`config.mk`:
```
export PLATFORM = sky130hd
export DESIGN_NAME = crypto_dma_thread_control
export DESIGN_NICKNAME = d
export VERILOG_FILES = /design/src/rtl/crypto_dma_pkg.sv /design/src/rtl/crypto_dma_thread_control.sv
export SDC_FILE = /design/constraint.sdc
export NUM_CORES = 2
export LEC_CHECK = 0
export ABC_AREA = 1
export BUFFER_PORTS_ARGS = -buffer_cell sky130_fd_sc_hd__buf_2
export CAP_MARGIN = 5
export CORE_ASPECT_RATIO = 0.5
export CORE_UTILIZATION = 30
export DETAILED_ROUTE_END_ITERATION = 6
export MAX_ROUTING_LAYER = met4
export PLACE_DENSITY = 0.55
export SLEW_MARGIN = 5
export SYNTH_ARGS = -nofsm -noshare
export SYNTH_HDL_FRONTEND = slang
export SYNTH_SLANG_ARGS = --single-unit
```
`constraint.sdc`:
```
create_clock -name sys_clk -period 169.7 [get_ports sys_clk]
set_input_delay 8.485 -clock sys_clk [delete_from_list [all_inputs] [get_ports sys_clk]]
set_output_delay 8.485 -clock sys_clk [all_outputs]
set_load 0.01 [all_outputs]
```
`src/rtl/crypto_dma_pkg.sv`:
```
// Package with register map, field layout and carrier types of the crypto DMA control block
package crypto_dma_pkg;
  // Register indices; byte address is four times the index
  localparam logic [7:0] IDX_CRC = 8'h71;
  localparam logic [7:0] IDX_COUNTS = 8'h72;
  localparam logic [7:0] IDX_IV_LO = 8'h73;
  localparam logic [7:0] IDX_IV_HI = 8'h74;
  localparam logic [7:0] IDX_TRIPLE = 8'h75;
  localparam logic [7:0] IDX_BLOCK = 8'h76;
  localparam logic [7:0] IDX_RKFIFO = 8'h77;
  localparam logic [7:0] IDX_THREAD = 8'h79;
  localparam logic [7:0] IDX_CTRL1 = 8'h8C;
  localparam logic [7:0] IDX_AES = 8'h9C;
  localparam logic [7:0] IDX_HASH = 8'h9F;
  localparam int ADDR_W = 12;
  // Field positions
  localparam int P_CRC_STD = 11;
  localparam int P_IV_PUSH = 31;
  localparam int P_MODE_PUSH = 30;
  localparam int P_MODE = 6;
  localparam int P_CBC = 5;
  localparam int P_DECRYPT = 4;
  localparam int P_MEM_IDX = 2;
  localparam int P_KEY_ADDR = 0;
  localparam int P_RK_RESET = 31;
  localparam int P_ROUNDS = 0;
  localparam int P_THR_INIT = 24;
  localparam int P_CORE_BUSY = 15;
  localparam int P_ACT_THREAD = 12;
  localparam int P_THR_EN = 8;
  localparam int P_SLICE = 0;
  localparam int P_XFER = 16;
  localparam int P_BURST = 10;
  localparam int P_SPEED = 2;
  localparam int P_URGENT = 1;
  localparam int P_WR_AVAIL = 0;
  localparam int P_MEM_ST = 20;
  localparam int P_CACHE_ST = 18;
  localparam int P_DESC_ST = 14;
  localparam int P_AES_CH = 8;
  localparam int P_HASH_RD = 4;
  localparam int P_SAVE_INIT = 2;
  localparam int P_HASH_WR = 0;
  // Reset values
  localparam logic [7:0] SLICE_RST = 8'h01;
  localparam logic WR_AVAIL_RST = 1'b1;
  // Slice unit is 256 bytes, so the low byte of the byte counter runs to FF
  localparam logic [7:0] SLICE_LOW_END = 8'hFF;
  // Round-key storage
  localparam int RK_DEPTH = 64;
  localparam int RK_PTR_W = 6;

  // Status that the engine core presents for readback
  typedef struct packed {
    logic [3:0][7:0] descCount;
    logic [63:0] currentIv;
    logic coreBusy;
    logic [1:0] activeThreadId;
    logic [4:0] memoryStateMonitor;
    logic [1:0] tableCacheStateMonitor;
    logic [3:0] descriptorStateMonitor;
    logic [15:0] transferStateMonitor;
  } engStatus_t;

  // Cipher settings looked up for the active descriptor
  typedef struct packed {
    logic [63:0] iv;
    logic [2:0] mode;
    logic cbc;
    logic decrypt;
  } cipherCfg_t;

  // Software controls steering the engine
  typedef struct packed {
    logic crcStd;
    logic [3:0] roundCount;
    logic [3:0] threadInit;
    logic [3:0] threadEnable;
    logic [7:0] defaultSlice;
    logic [1:0] hashRdThread;
    logic [1:0] hashWrThread;
    logic hashSaveInit;
    logic [1:0] aesKeyChannel;
    logic [5:0] burstLen;
    logic memUrgent;
    logic speedUp;
    logic wrAvailEn;
  } ctrl_t;
endpackage : crypto_dma_pkg

```
`src/rtl/crypto_dma_thread_control.sv`:
```
// Register block and thread control of the crypto DMA engine
//
// The APB interface to the registers is this design's own decision.
`timescale 1ns/1ps
module crypto_dma_thread_control (
  input wire logic sys_clk, // System clock, 250 MHz
  input wire logic resetn, // Asynchronous reset, active low
  input wire logic psel, // APB select
  input wire logic penable, // APB enable
  input wire logic pwrite, // APB direction, high for write
  input wire logic [crypto_dma_pkg::ADDR_W-1:0] paddr, // APB byte address
  input wire logic [31:0] pwdata, // APB write data
  output logic [31:0] prdata, // APB read data
  output logic pready, // APB ready
  output logic pslverr, // APB error on unmapped address
  input wire crypto_dma_pkg::engStatus_t engStatus, // Engine status for readback
  input wire logic [1:0] cipherIndex, // Cipher index of active descriptor
  input wire logic [7:0] descSlice, // Descriptor slice count, 0 uses default
  input wire logic sliceStart, // Pulse: new thread slice begins
  input wire logic byteBeat, // Pulse: one byte transferred
  input wire logic lastByteIssued, // Pulse: final byte of block sent
  input wire logic lastByteWritten, // Pulse: final byte landed in memory
  input wire logic [crypto_dma_pkg::RK_PTR_W-1:0] rkReadAddr, // Round-key read address
  output crypto_dma_pkg::cipherCfg_t cipherCfg, // IV and mode for active descriptor
  output logic [3:0] keySelect, // One-hot key0, key1, key2, IV
  output crypto_dma_pkg::ctrl_t ctrl, // Software controls
  output logic [31:0] rkData, // Round-key word at read address
  output logic [crypto_dma_pkg::RK_PTR_W-1:0] rkWritePtr, // Round-key fill level
  output logic threadSwitch, // Pulse: slice used up, move to next thread
  output logic blockDone // Pulse: block finished, engine may advance
);

  typedef struct packed {
    logic ack;
    logic slverr;
    logic [31:0] rdata;
    logic [63:0] ivStage;
    logic [2:0] mode;
    logic cbc;
    logic decrypt;
    logic [1:0] memIdx;
    logic [1:0] keyAddr;
    logic [3:0][63:0] ivMem;
    logic [3:0][4:0] modeMem;
    logic [crypto_dma_pkg::RK_PTR_W-1:0] rkPtr;
    logic [crypto_dma_pkg::RK_DEPTH-1:0][31:0] rkMem;
    logic [31:0] rkLast;
    logic [31:0] rkOut;
    crypto_dma_pkg::ctrl_t ctrl;
    crypto_dma_pkg::cipherCfg_t cfg;
    logic [3:0] keySel;
    logic [7:0] sliceLimit;
    logic [15:0] sliceBytes;
    logic threadSwitch;
    logic blockPending;
    logic blockDone;
  } state_t;

  state_t s;
  state_t next_s;
  logic rstMeta;
  logic rstSync;
  logic [7:0] idx;
  logic wrStrobe;
  logic capture;
  logic [15:0] sliceEnd;

  // Register index of a byte address; misaligned addresses never hit
  function automatic logic [7:0] regIndex(input logic [crypto_dma_pkg::ADDR_W-1:0] a);
    regIndex = a[9:2];
  endfunction : regIndex

  // True when the address names a mapped register
  function automatic logic isMapped(input logic [crypto_dma_pkg::ADDR_W-1:0] a);
    logic [7:0] i;
    i = regIndex(a);
    isMapped = (a[1:0] == 2'h0) && (a[11:10] == 2'h0) &&
      (i == crypto_dma_pkg::IDX_CRC || i == crypto_dma_pkg::IDX_COUNTS ||
       i == crypto_dma_pkg::IDX_IV_LO || i == crypto_dma_pkg::IDX_IV_HI ||
       i == crypto_dma_pkg::IDX_TRIPLE || i == crypto_dma_pkg::IDX_BLOCK ||
       i == crypto_dma_pkg::IDX_RKFIFO || i == crypto_dma_pkg::IDX_THREAD ||
       i == crypto_dma_pkg::IDX_CTRL1 || i == crypto_dma_pkg::IDX_AES ||
       i == crypto_dma_pkg::IDX_HASH);
  endfunction : isMapped

  // Reset release through two flops; only the second is used by logic
  always_ff @(posedge sys_clk or negedge resetn) begin
    if (!resetn) begin
      rstMeta <= 1'b0;
      rstSync <= 1'b0;
    end else begin
      rstMeta <= 1'b1;
      rstSync <= rstMeta;
    end
  end

  // One wait state: data is captured first, then pready is raised
  assign idx = regIndex(paddr);
  assign capture = psel && penable && !s.ack;
  assign wrStrobe = psel && penable && s.ack && pwrite && isMapped(paddr);

  // Index of the last beat of a slice; a zero limit counts as one unit
  assign sliceEnd = (s.sliceLimit == 8'h00) ? {8'h00, crypto_dma_pkg::SLICE_LOW_END} :
    {s.sliceLimit - 8'h01, crypto_dma_pkg::SLICE_LOW_END};

  always_comb begin
    next_s = s;
    // Pulses last a single cycle
    next_s.ctrl.hashSaveInit = 1'b0;
    next_s.threadSwitch = 1'b0;
    next_s.blockDone = 1'b0;
    next_s.ack = capture;
    next_s.slverr = capture && !isMapped(paddr);

    // Read mux, sampled in the first access cycle
    if (capture) begin
      next_s.rdata = 32'h0000_0000;
      if (!pwrite && isMapped(paddr)) begin
        case (idx)
          crypto_dma_pkg::IDX_CRC: begin
            next_s.rdata[crypto_dma_pkg::P_CRC_STD] = s.ctrl.crcStd;
          end

          crypto_dma_pkg::IDX_COUNTS: begin
            // Live counts, thread 3 in the top byte
            next_s.rdata = engStatus.descCount;
          end

          crypto_dma_pkg::IDX_IV_LO: begin
            // IV in use, not the staged copy
            next_s.rdata = engStatus.currentIv[31:0];
          end
          crypto_dma_pkg::IDX_IV_HI: begin
            next_s.rdata = engStatus.currentIv[63:32];
          end
          crypto_dma_pkg::IDX_TRIPLE: begin
            // Push bits are not stored, so they read as zero
            next_s.rdata[crypto_dma_pkg::P_MODE +: 3] = s.mode;
            next_s.rdata[crypto_dma_pkg::P_CBC] = s.cbc;
            next_s.rdata[crypto_dma_pkg::P_DECRYPT] = s.decrypt;
            next_s.rdata[crypto_dma_pkg::P_MEM_IDX +: 2] = s.memIdx;
            next_s.rdata[crypto_dma_pkg::P_KEY_ADDR +: 2] = s.keyAddr;
          end
          crypto_dma_pkg::IDX_BLOCK: begin
            next_s.rdata[crypto_dma_pkg::P_ROUNDS +: 4] = s.ctrl.roundCount;
          end

          crypto_dma_pkg::IDX_RKFIFO: begin
            // Stored words stay hidden; last one echoes
            next_s.rdata = s.rkLast;
          end

          crypto_dma_pkg::IDX_THREAD: begin
            // Busy and thread id are live inputs
            next_s.rdata[crypto_dma_pkg::P_THR_INIT +: 4] = s.ctrl.threadInit;
            next_s.rdata[crypto_dma_pkg::P_CORE_BUSY] = engStatus.coreBusy;
            next_s.rdata[crypto_dma_pkg::P_ACT_THREAD +: 2] = engStatus.activeThreadId;
            next_s.rdata[crypto_dma_pkg::P_THR_EN +: 4] = s.ctrl.threadEnable;
            next_s.rdata[crypto_dma_pkg::P_SLICE +: 8] = s.ctrl.defaultSlice;
          end

          crypto_dma_pkg::IDX_CTRL1: begin
            // Reserved bits 9:3 read as zero
            next_s.rdata[crypto_dma_pkg::P_XFER +: 16] = engStatus.transferStateMonitor;
            next_s.rdata[crypto_dma_pkg::P_BURST +: 6] = s.ctrl.burstLen;
            next_s.rdata[crypto_dma_pkg::P_SPEED] = s.ctrl.speedUp;
            next_s.rdata[crypto_dma_pkg::P_URGENT] = s.ctrl.memUrgent;
            next_s.rdata[crypto_dma_pkg::P_WR_AVAIL] = s.ctrl.wrAvailEn;
          end

          crypto_dma_pkg::IDX_AES: begin
            // Monitors pass through, never stored
            next_s.rdata[crypto_dma_pkg::P_MEM_ST +: 5] = engStatus.memoryStateMonitor;
            next_s.rdata[crypto_dma_pkg::P_CACHE_ST +: 2] =
              engStatus.tableCacheStateMonitor;
            next_s.rdata[crypto_dma_pkg::P_DESC_ST +: 4] =
              engStatus.descriptorStateMonitor;
            next_s.rdata[crypto_dma_pkg::P_AES_CH +: 2] = s.ctrl.aesKeyChannel;
          end

          crypto_dma_pkg::IDX_HASH: begin
            // Save-init reads as zero
            next_s.rdata[crypto_dma_pkg::P_HASH_RD +: 2] = s.ctrl.hashRdThread;
            next_s.rdata[crypto_dma_pkg::P_HASH_WR +: 2] = s.ctrl.hashWrThread;
          end
          default: begin
            next_s.rdata = 32'h0000_0000;
          end
        endcase
      end
    end

    // Writes take effect at the edge where pready is high
    if (wrStrobe) begin
      case (idx)
        crypto_dma_pkg::IDX_CRC: begin
          // Other bits of this word are reserved
          next_s.ctrl.crcStd = pwdata[crypto_dma_pkg::P_CRC_STD];
        end
        crypto_dma_pkg::IDX_IV_LO: begin
          // Staging only; a push moves it
          next_s.ivStage[31:0] = pwdata;
        end
        crypto_dma_pkg::IDX_IV_HI: begin
          next_s.ivStage[63:32] = pwdata;
        end
        crypto_dma_pkg::IDX_TRIPLE: begin
          next_s.mode = pwdata[crypto_dma_pkg::P_MODE +: 3];
          next_s.cbc = pwdata[crypto_dma_pkg::P_CBC];
          next_s.decrypt = pwdata[crypto_dma_pkg::P_DECRYPT];
          next_s.memIdx = pwdata[crypto_dma_pkg::P_MEM_IDX +: 2];
          next_s.keyAddr = pwdata[crypto_dma_pkg::P_KEY_ADDR +: 2];
          // Push uses the index written with the same word, and the old shadow
          if (pwdata[crypto_dma_pkg::P_IV_PUSH]) begin
            next_s.ivMem[pwdata[crypto_dma_pkg::P_MEM_IDX +: 2]] = s.ivStage;
          end
          if (pwdata[crypto_dma_pkg::P_MODE_PUSH]) begin
            next_s.modeMem[pwdata[crypto_dma_pkg::P_MEM_IDX +: 2]] =
              {s.mode, s.cbc, s.decrypt};
          end
        end
        crypto_dma_pkg::IDX_BLOCK: begin
          // Pointer clear is an action, not state
          next_s.ctrl.roundCount = pwdata[crypto_dma_pkg::P_ROUNDS +: 4];
          if (pwdata[crypto_dma_pkg::P_RK_RESET]) begin
            next_s.rkPtr = '0;
          end
        end
        crypto_dma_pkg::IDX_RKFIFO: begin
          // Pointer wraps past the last slot; software owns the fill level
          next_s.rkMem[s.rkPtr] = pwdata;
          next_s.rkPtr = s.rkPtr + 1'b1;
          next_s.rkLast = pwdata;
        end
        crypto_dma_pkg::IDX_THREAD: begin
          // Busy and thread id ignore writes
          next_s.ctrl.threadInit = pwdata[crypto_dma_pkg::P_THR_INIT +: 4];
          next_s.ctrl.threadEnable = pwdata[crypto_dma_pkg::P_THR_EN +: 4];
          next_s.ctrl.defaultSlice = pwdata[crypto_dma_pkg::P_SLICE +: 8];
        end
        crypto_dma_pkg::IDX_CTRL1: begin
          // Monitor half is read-only
          next_s.ctrl.burstLen = pwdata[crypto_dma_pkg::P_BURST +: 6];
          next_s.ctrl.speedUp = pwdata[crypto_dma_pkg::P_SPEED];
          next_s.ctrl.memUrgent = pwdata[crypto_dma_pkg::P_URGENT];
          next_s.ctrl.wrAvailEn = pwdata[crypto_dma_pkg::P_WR_AVAIL];
        end
        crypto_dma_pkg::IDX_AES: begin
          next_s.ctrl.aesKeyChannel = pwdata[crypto_dma_pkg::P_AES_CH +: 2];
        end
        crypto_dma_pkg::IDX_HASH: begin
          next_s.ctrl.hashRdThread = pwdata[crypto_dma_pkg::P_HASH_RD +: 2];
          next_s.ctrl.hashWrThread = pwdata[crypto_dma_pkg::P_HASH_WR +: 2];
          next_s.ctrl.hashSaveInit = pwdata[crypto_dma_pkg::P_SAVE_INIT];
        end
        default: begin
          // Counts register: writes are dropped
          next_s.rdata = s.rdata;
        end
      endcase
    end

    // Descriptor lookup uses the pushed copies, never the shadow fields
    next_s.cfg.iv = s.ivMem[cipherIndex];
    {next_s.cfg.mode, next_s.cfg.cbc, next_s.cfg.decrypt} = s.modeMem[cipherIndex];
    next_s.keySel = 4'h1 << s.keyAddr;
    // Round-key read has one cycle of latency
    next_s.rkOut = s.rkMem[rkReadAddr];

    // Slice accounting: limit is latched when the slice begins
    if (sliceStart) begin
      next_s.sliceLimit = (descSlice == 8'h00) ? s.ctrl.defaultSlice : descSlice;
      next_s.sliceBytes = 16'h0000;
    // A beat in the start cycle is dropped
    end else if (byteBeat) begin
      if (s.sliceBytes == sliceEnd) begin
        next_s.threadSwitch = 1'b1;
        next_s.sliceBytes = 16'h0000;
      end else begin
        next_s.sliceBytes = s.sliceBytes + 16'h0001;
      end
    end

    // Block completion; with the wait enabled it needs the memory's own ack
    // A landing ack with nothing pending is dropped
    if (!s.ctrl.wrAvailEn) begin
      next_s.blockDone = lastByteIssued;
      next_s.blockPending = 1'b0;
    end else if (lastByteWritten && (s.blockPending || lastByteIssued)) begin
      next_s.blockDone = 1'b1;
      next_s.blockPending = 1'b0;
    end else if (lastByteIssued) begin
      next_s.blockPending = 1'b1;
    end
  end

  // Single state register
  always_ff @(posedge sys_clk or negedge rstSync) begin
    if (!rstSync) begin
      // Clear all, then fields with nonzero reset
      s <= '0;
      s.ctrl.defaultSlice <= crypto_dma_pkg::SLICE_RST;
      s.ctrl.wrAvailEn <= crypto_dma_pkg::WR_AVAIL_RST;
      s.keySel <= 4'h1;
    end else begin
      s <= next_s;
    end
  end

  // Outputs straight from the state register
  assign prdata = s.rdata;
  assign pready = s.ack;
  // Error only stands together with ready
  assign pslverr = s.ack && s.slverr;
  assign cipherCfg = s.cfg;
  assign keySelect = s.keySel;
  assign ctrl = s.ctrl;
  assign rkData = s.rkOut;
  assign rkWritePtr = s.rkPtr;
  assign threadSwitch = s.threadSwitch;
  assign blockDone = s.blockDone;

endmodule : crypto_dma_thread_control

```
==> results.md <==
* WS Path Type: in2reg
* Area occupied by multi-input gates at about 45000 um2
* Vias in the first global route at 95100
* Total of warnings raised by yosys at 0
* Pwr Density at between 10 and 15 nW/um2
* CP arrival at about 14 ns
* Max-slew violations at 0
* Clk sinks at 2640
* Setup crit end: s[1258]
* Critical path peak fanout at between 50 and 60
* Share of layout cells above drive strength 1 at about 8%
* RR Startpoint: rstSync
* RSZ-0062 raised after global routing: false
* Largest net degree at the start of global routing at 169
* Gpl congestion at 0.893
* IO buf count at roughly 380
* Final setup TNS at 0 ns
* Synthesized area at around 120000 um2
* Seq/Total Area, Yosys at a little under three fifths
* R2R setup slack at between 150 and 200 ns
* CTS tree: yes
* Hold wc startpoint: rstMeta
* Achievable Freq at between 70 and 80 MHz
* Clock period minus worst slack at 12.90 ns
* Final hold vios at 0
* Worst r2r path cells at 5
* Clock tree buffer depth at 4
* I/O pin count at 379
* Total wire length at between 400000 and 500000 um
* FILL cells at 40800
* Final Util at 33.6%
* Clock Tree Root: clkbuf_16
* CTS resizes at 0
* Initial Util at 30.2%
* Initial antenna violation count at 27
* Total Routing Usage GR at a little over a fifth
* Row Count at approximately 160
* Worst r2r dst: cipherCfg[53]
* Max-cap violations at 0
* Rel. slew slack at 16.4%
* Clock-pin slew on the worst setup and hold paths at approximately 0.06 ns
* Growth of design area from synthesis to finish at 11.0%
* Clock power frac at 46.2%
* Avg Cell Area, Syn at just over 8 um2
* Logic pwr share at just over 7%
* Post-DP HPWL at about 240000 um
* Final-stage net count at around 14000
* LEAKAGE at around 0.060 uW
* Commonest non-fill, non-tap cell in the layout: nand2_1
* Core Region at 391000 um2
* Vias per cell at around 5.2
* Routed WL per cell at 21.9 um
* Clk_skew at 0.0523 ns
* DR iter-0 viols at approximately 11000
* FF/Latch Area at roughly 66000 um2
* Die area at approximately 400000 um2
* First-pass iteration count of the detailed router at 6
* Count of final setup violators at 0
* Peak supply drop at ~6.4 uV
* Via count at 100000
* Most frequent cells in the layout: nand2_1 (3751), dfrtp_1 (2636), o21ai_0 (2344)
* P_sw at 341 uW
* First-pass GRT wire length at around 630000 um
* Status: finished clean
* Cell Int Power at a little over 1000 uW
* Final ANT Viol Nets at 0
* Width of the die at 890 um
* CTS Buf Count at 278
* HP Class: reg2reg
* Worst skew pair latency at between 0.8 and 0.9 ns
* H-tree Lvls at 5
* # Post-CTS Setup Buffers at 0
* Final period utilization at around 7.6%
* Hold_ws at around 0.35 ns
* Critical path origin: paddr[2]
* Synth cell types at 38
* Crit. End Element: flop
* Syn Nets at roughly 14000
* Crit path required time at 170.43 ns
* Cell count after synthesis at around 14000
* Gr ovfl total at 0
* Hold-fix buffers, CTS at 0
* Synth Register Bits at between 2000 and 3000
* Critical path startpoint category: primary input
* DRC violations left at 0
* Worst Max-Slew Pin Slew at 1.25 ns
* Seq pwr share at between 40 and 50%
* Sw Share at roughly 25%
* Die height at roughly 450 um
-- sequential cells by signal (all words and copies together) (netlist names) --
name and flops:
ctrl 37, keySelect 4, blockDone 1, rkData 32, rstMeta 1, threadSwitch 1
rstSync 1, rkWritePtr 6, pready 1, prdata 32, cipherCfg 69, s 2455
-- critical path, cell delays in order --
cell	delay [ns]
buf_2	0.13
inv_2	0.13
nand2_2	0.08
nor2_2	0.86
nand2_1	0.53
nand2_1	0.19
nor2_2	0.06
nand2_4	0.09
nand3_2	0.27
nor2_4	0.44
buf_4	0.52
buf_12	0.46
nand2_2	0.57
buf_4	0.47
nand2_1	0.12
o21ai_1	0.06
-- cells by family (layout without fill, tap and decap cells) --
kind of cell | Yosys count | in the layout | share of synthesized area, %
flops | 2640 | 2640 | 55.9
fa+ha+maj | 4 | 4 | 0.0423
compound gates | 4006 | 4006 | 17.7
other cells | 1 | 17 | 0.00317
buf+inv | 1634 | 1264 | 6.13
simple gates | 5980 | 5980 | 20.2
xor+xnor | 6 | 6 | 0.0444
-- routing by layer --
layer	wire, um	GRT usage [%]	up-vias
li1	-	-	46100
met1	189000	29.3	49600
met2	184000	31.7	3907
met3	30400	3.02	668
met4	16500	7.56	0
met5	0	-	-
-- cell type report --
type,instances,area share [%]
sequential,2640,50.3
multi-input combinational,9997,34.3
clock buffer,416,6.41
tap,5248,5.00
timing repair buffer,580,2.72
inverter,201,0.601
clock inverter,67,0.586
antenna,16,0.0305
-- cell usage after synthesis, drive strengths merged --
| library cell | n | area (um2) |
|---|---|---|
| nand2 | 3822 | 14600 |
| o21ai | 3304 | 16500 |
| dfrtp | 2637 | 66000 |
| nor2 | 1260 | 4770 |
| clkbuf | 907 | 3400 |
| nand3 | 861 | 4310 |
| o22ai | 565 | 3530 |
| buf | 526 | 3100 |
| inv | 196 | 736 |
| o21a | 71 | 533 |
| a21oi | 51 | 255 |
| nand4 | 21 | 131 |
| nor3 | 9 | 45.0 |
| a211oi | 7 | 52.6 |
| clkinv | 5 | 18.8 |
| nor4 | 5 | 31.3 |
| xor2 | 5 | 43.8 |
| ha | 4 | 50.1 |
| o211ai | 4 | 30.0 |
| dfstp | 3 | 78.8 |
| a31oi | 2 | 12.5 |
| a32o | 1 | 10.0 |
| and3b | 1 | 8.76 |
| conb | 1 | 3.75 |
| o31ai | 1 | 7.51 |
| or2 | 1 | 6.26 |
| xnor2 | 1 | 8.76 |
-- metrics by stage --
stage | setup WS (ns) | power [uW] | instances | instance area, um2
after floorplan | 90.67 | 705 | 14300 | 118000
after global placement | 156.12 | 743 | 18700 | 122000
after detailed placement | 156.01 | 743 | 18700 | 122000
after CTS | 156.92 | 1370 | 19100 | 131000
after global routing | 156.36 | 1400 | 19200 | 131000
final | 156.80 | 1360 | 19200 | 131000
-- power by group through the flow --
stage / sequential (uW) / combinational [uW] / clock [uW]
floorplan: 656 / 49.2 / 0
global placement: 646 / 97.0 / 0
detailed placement: 646 / 97.1 / 0
CTS: 634 / 97.4 / 639
global route: 634 / 105 / 663
finish: 634 / 97.5 / 628
-- worst min path at each step --
stage	end	slack [ns]	depth (start not counted)
finish	rstSync	0.35	0
global placement	rstSync	0.33	0
CTS	rstSync	0.35	0
global route	rstSync	0.36	0
floorplan	rstSync	0.33	0
detailed placement	rstSync	0.33	0
No activity file was read; power rests on OpenSTA's default activity.
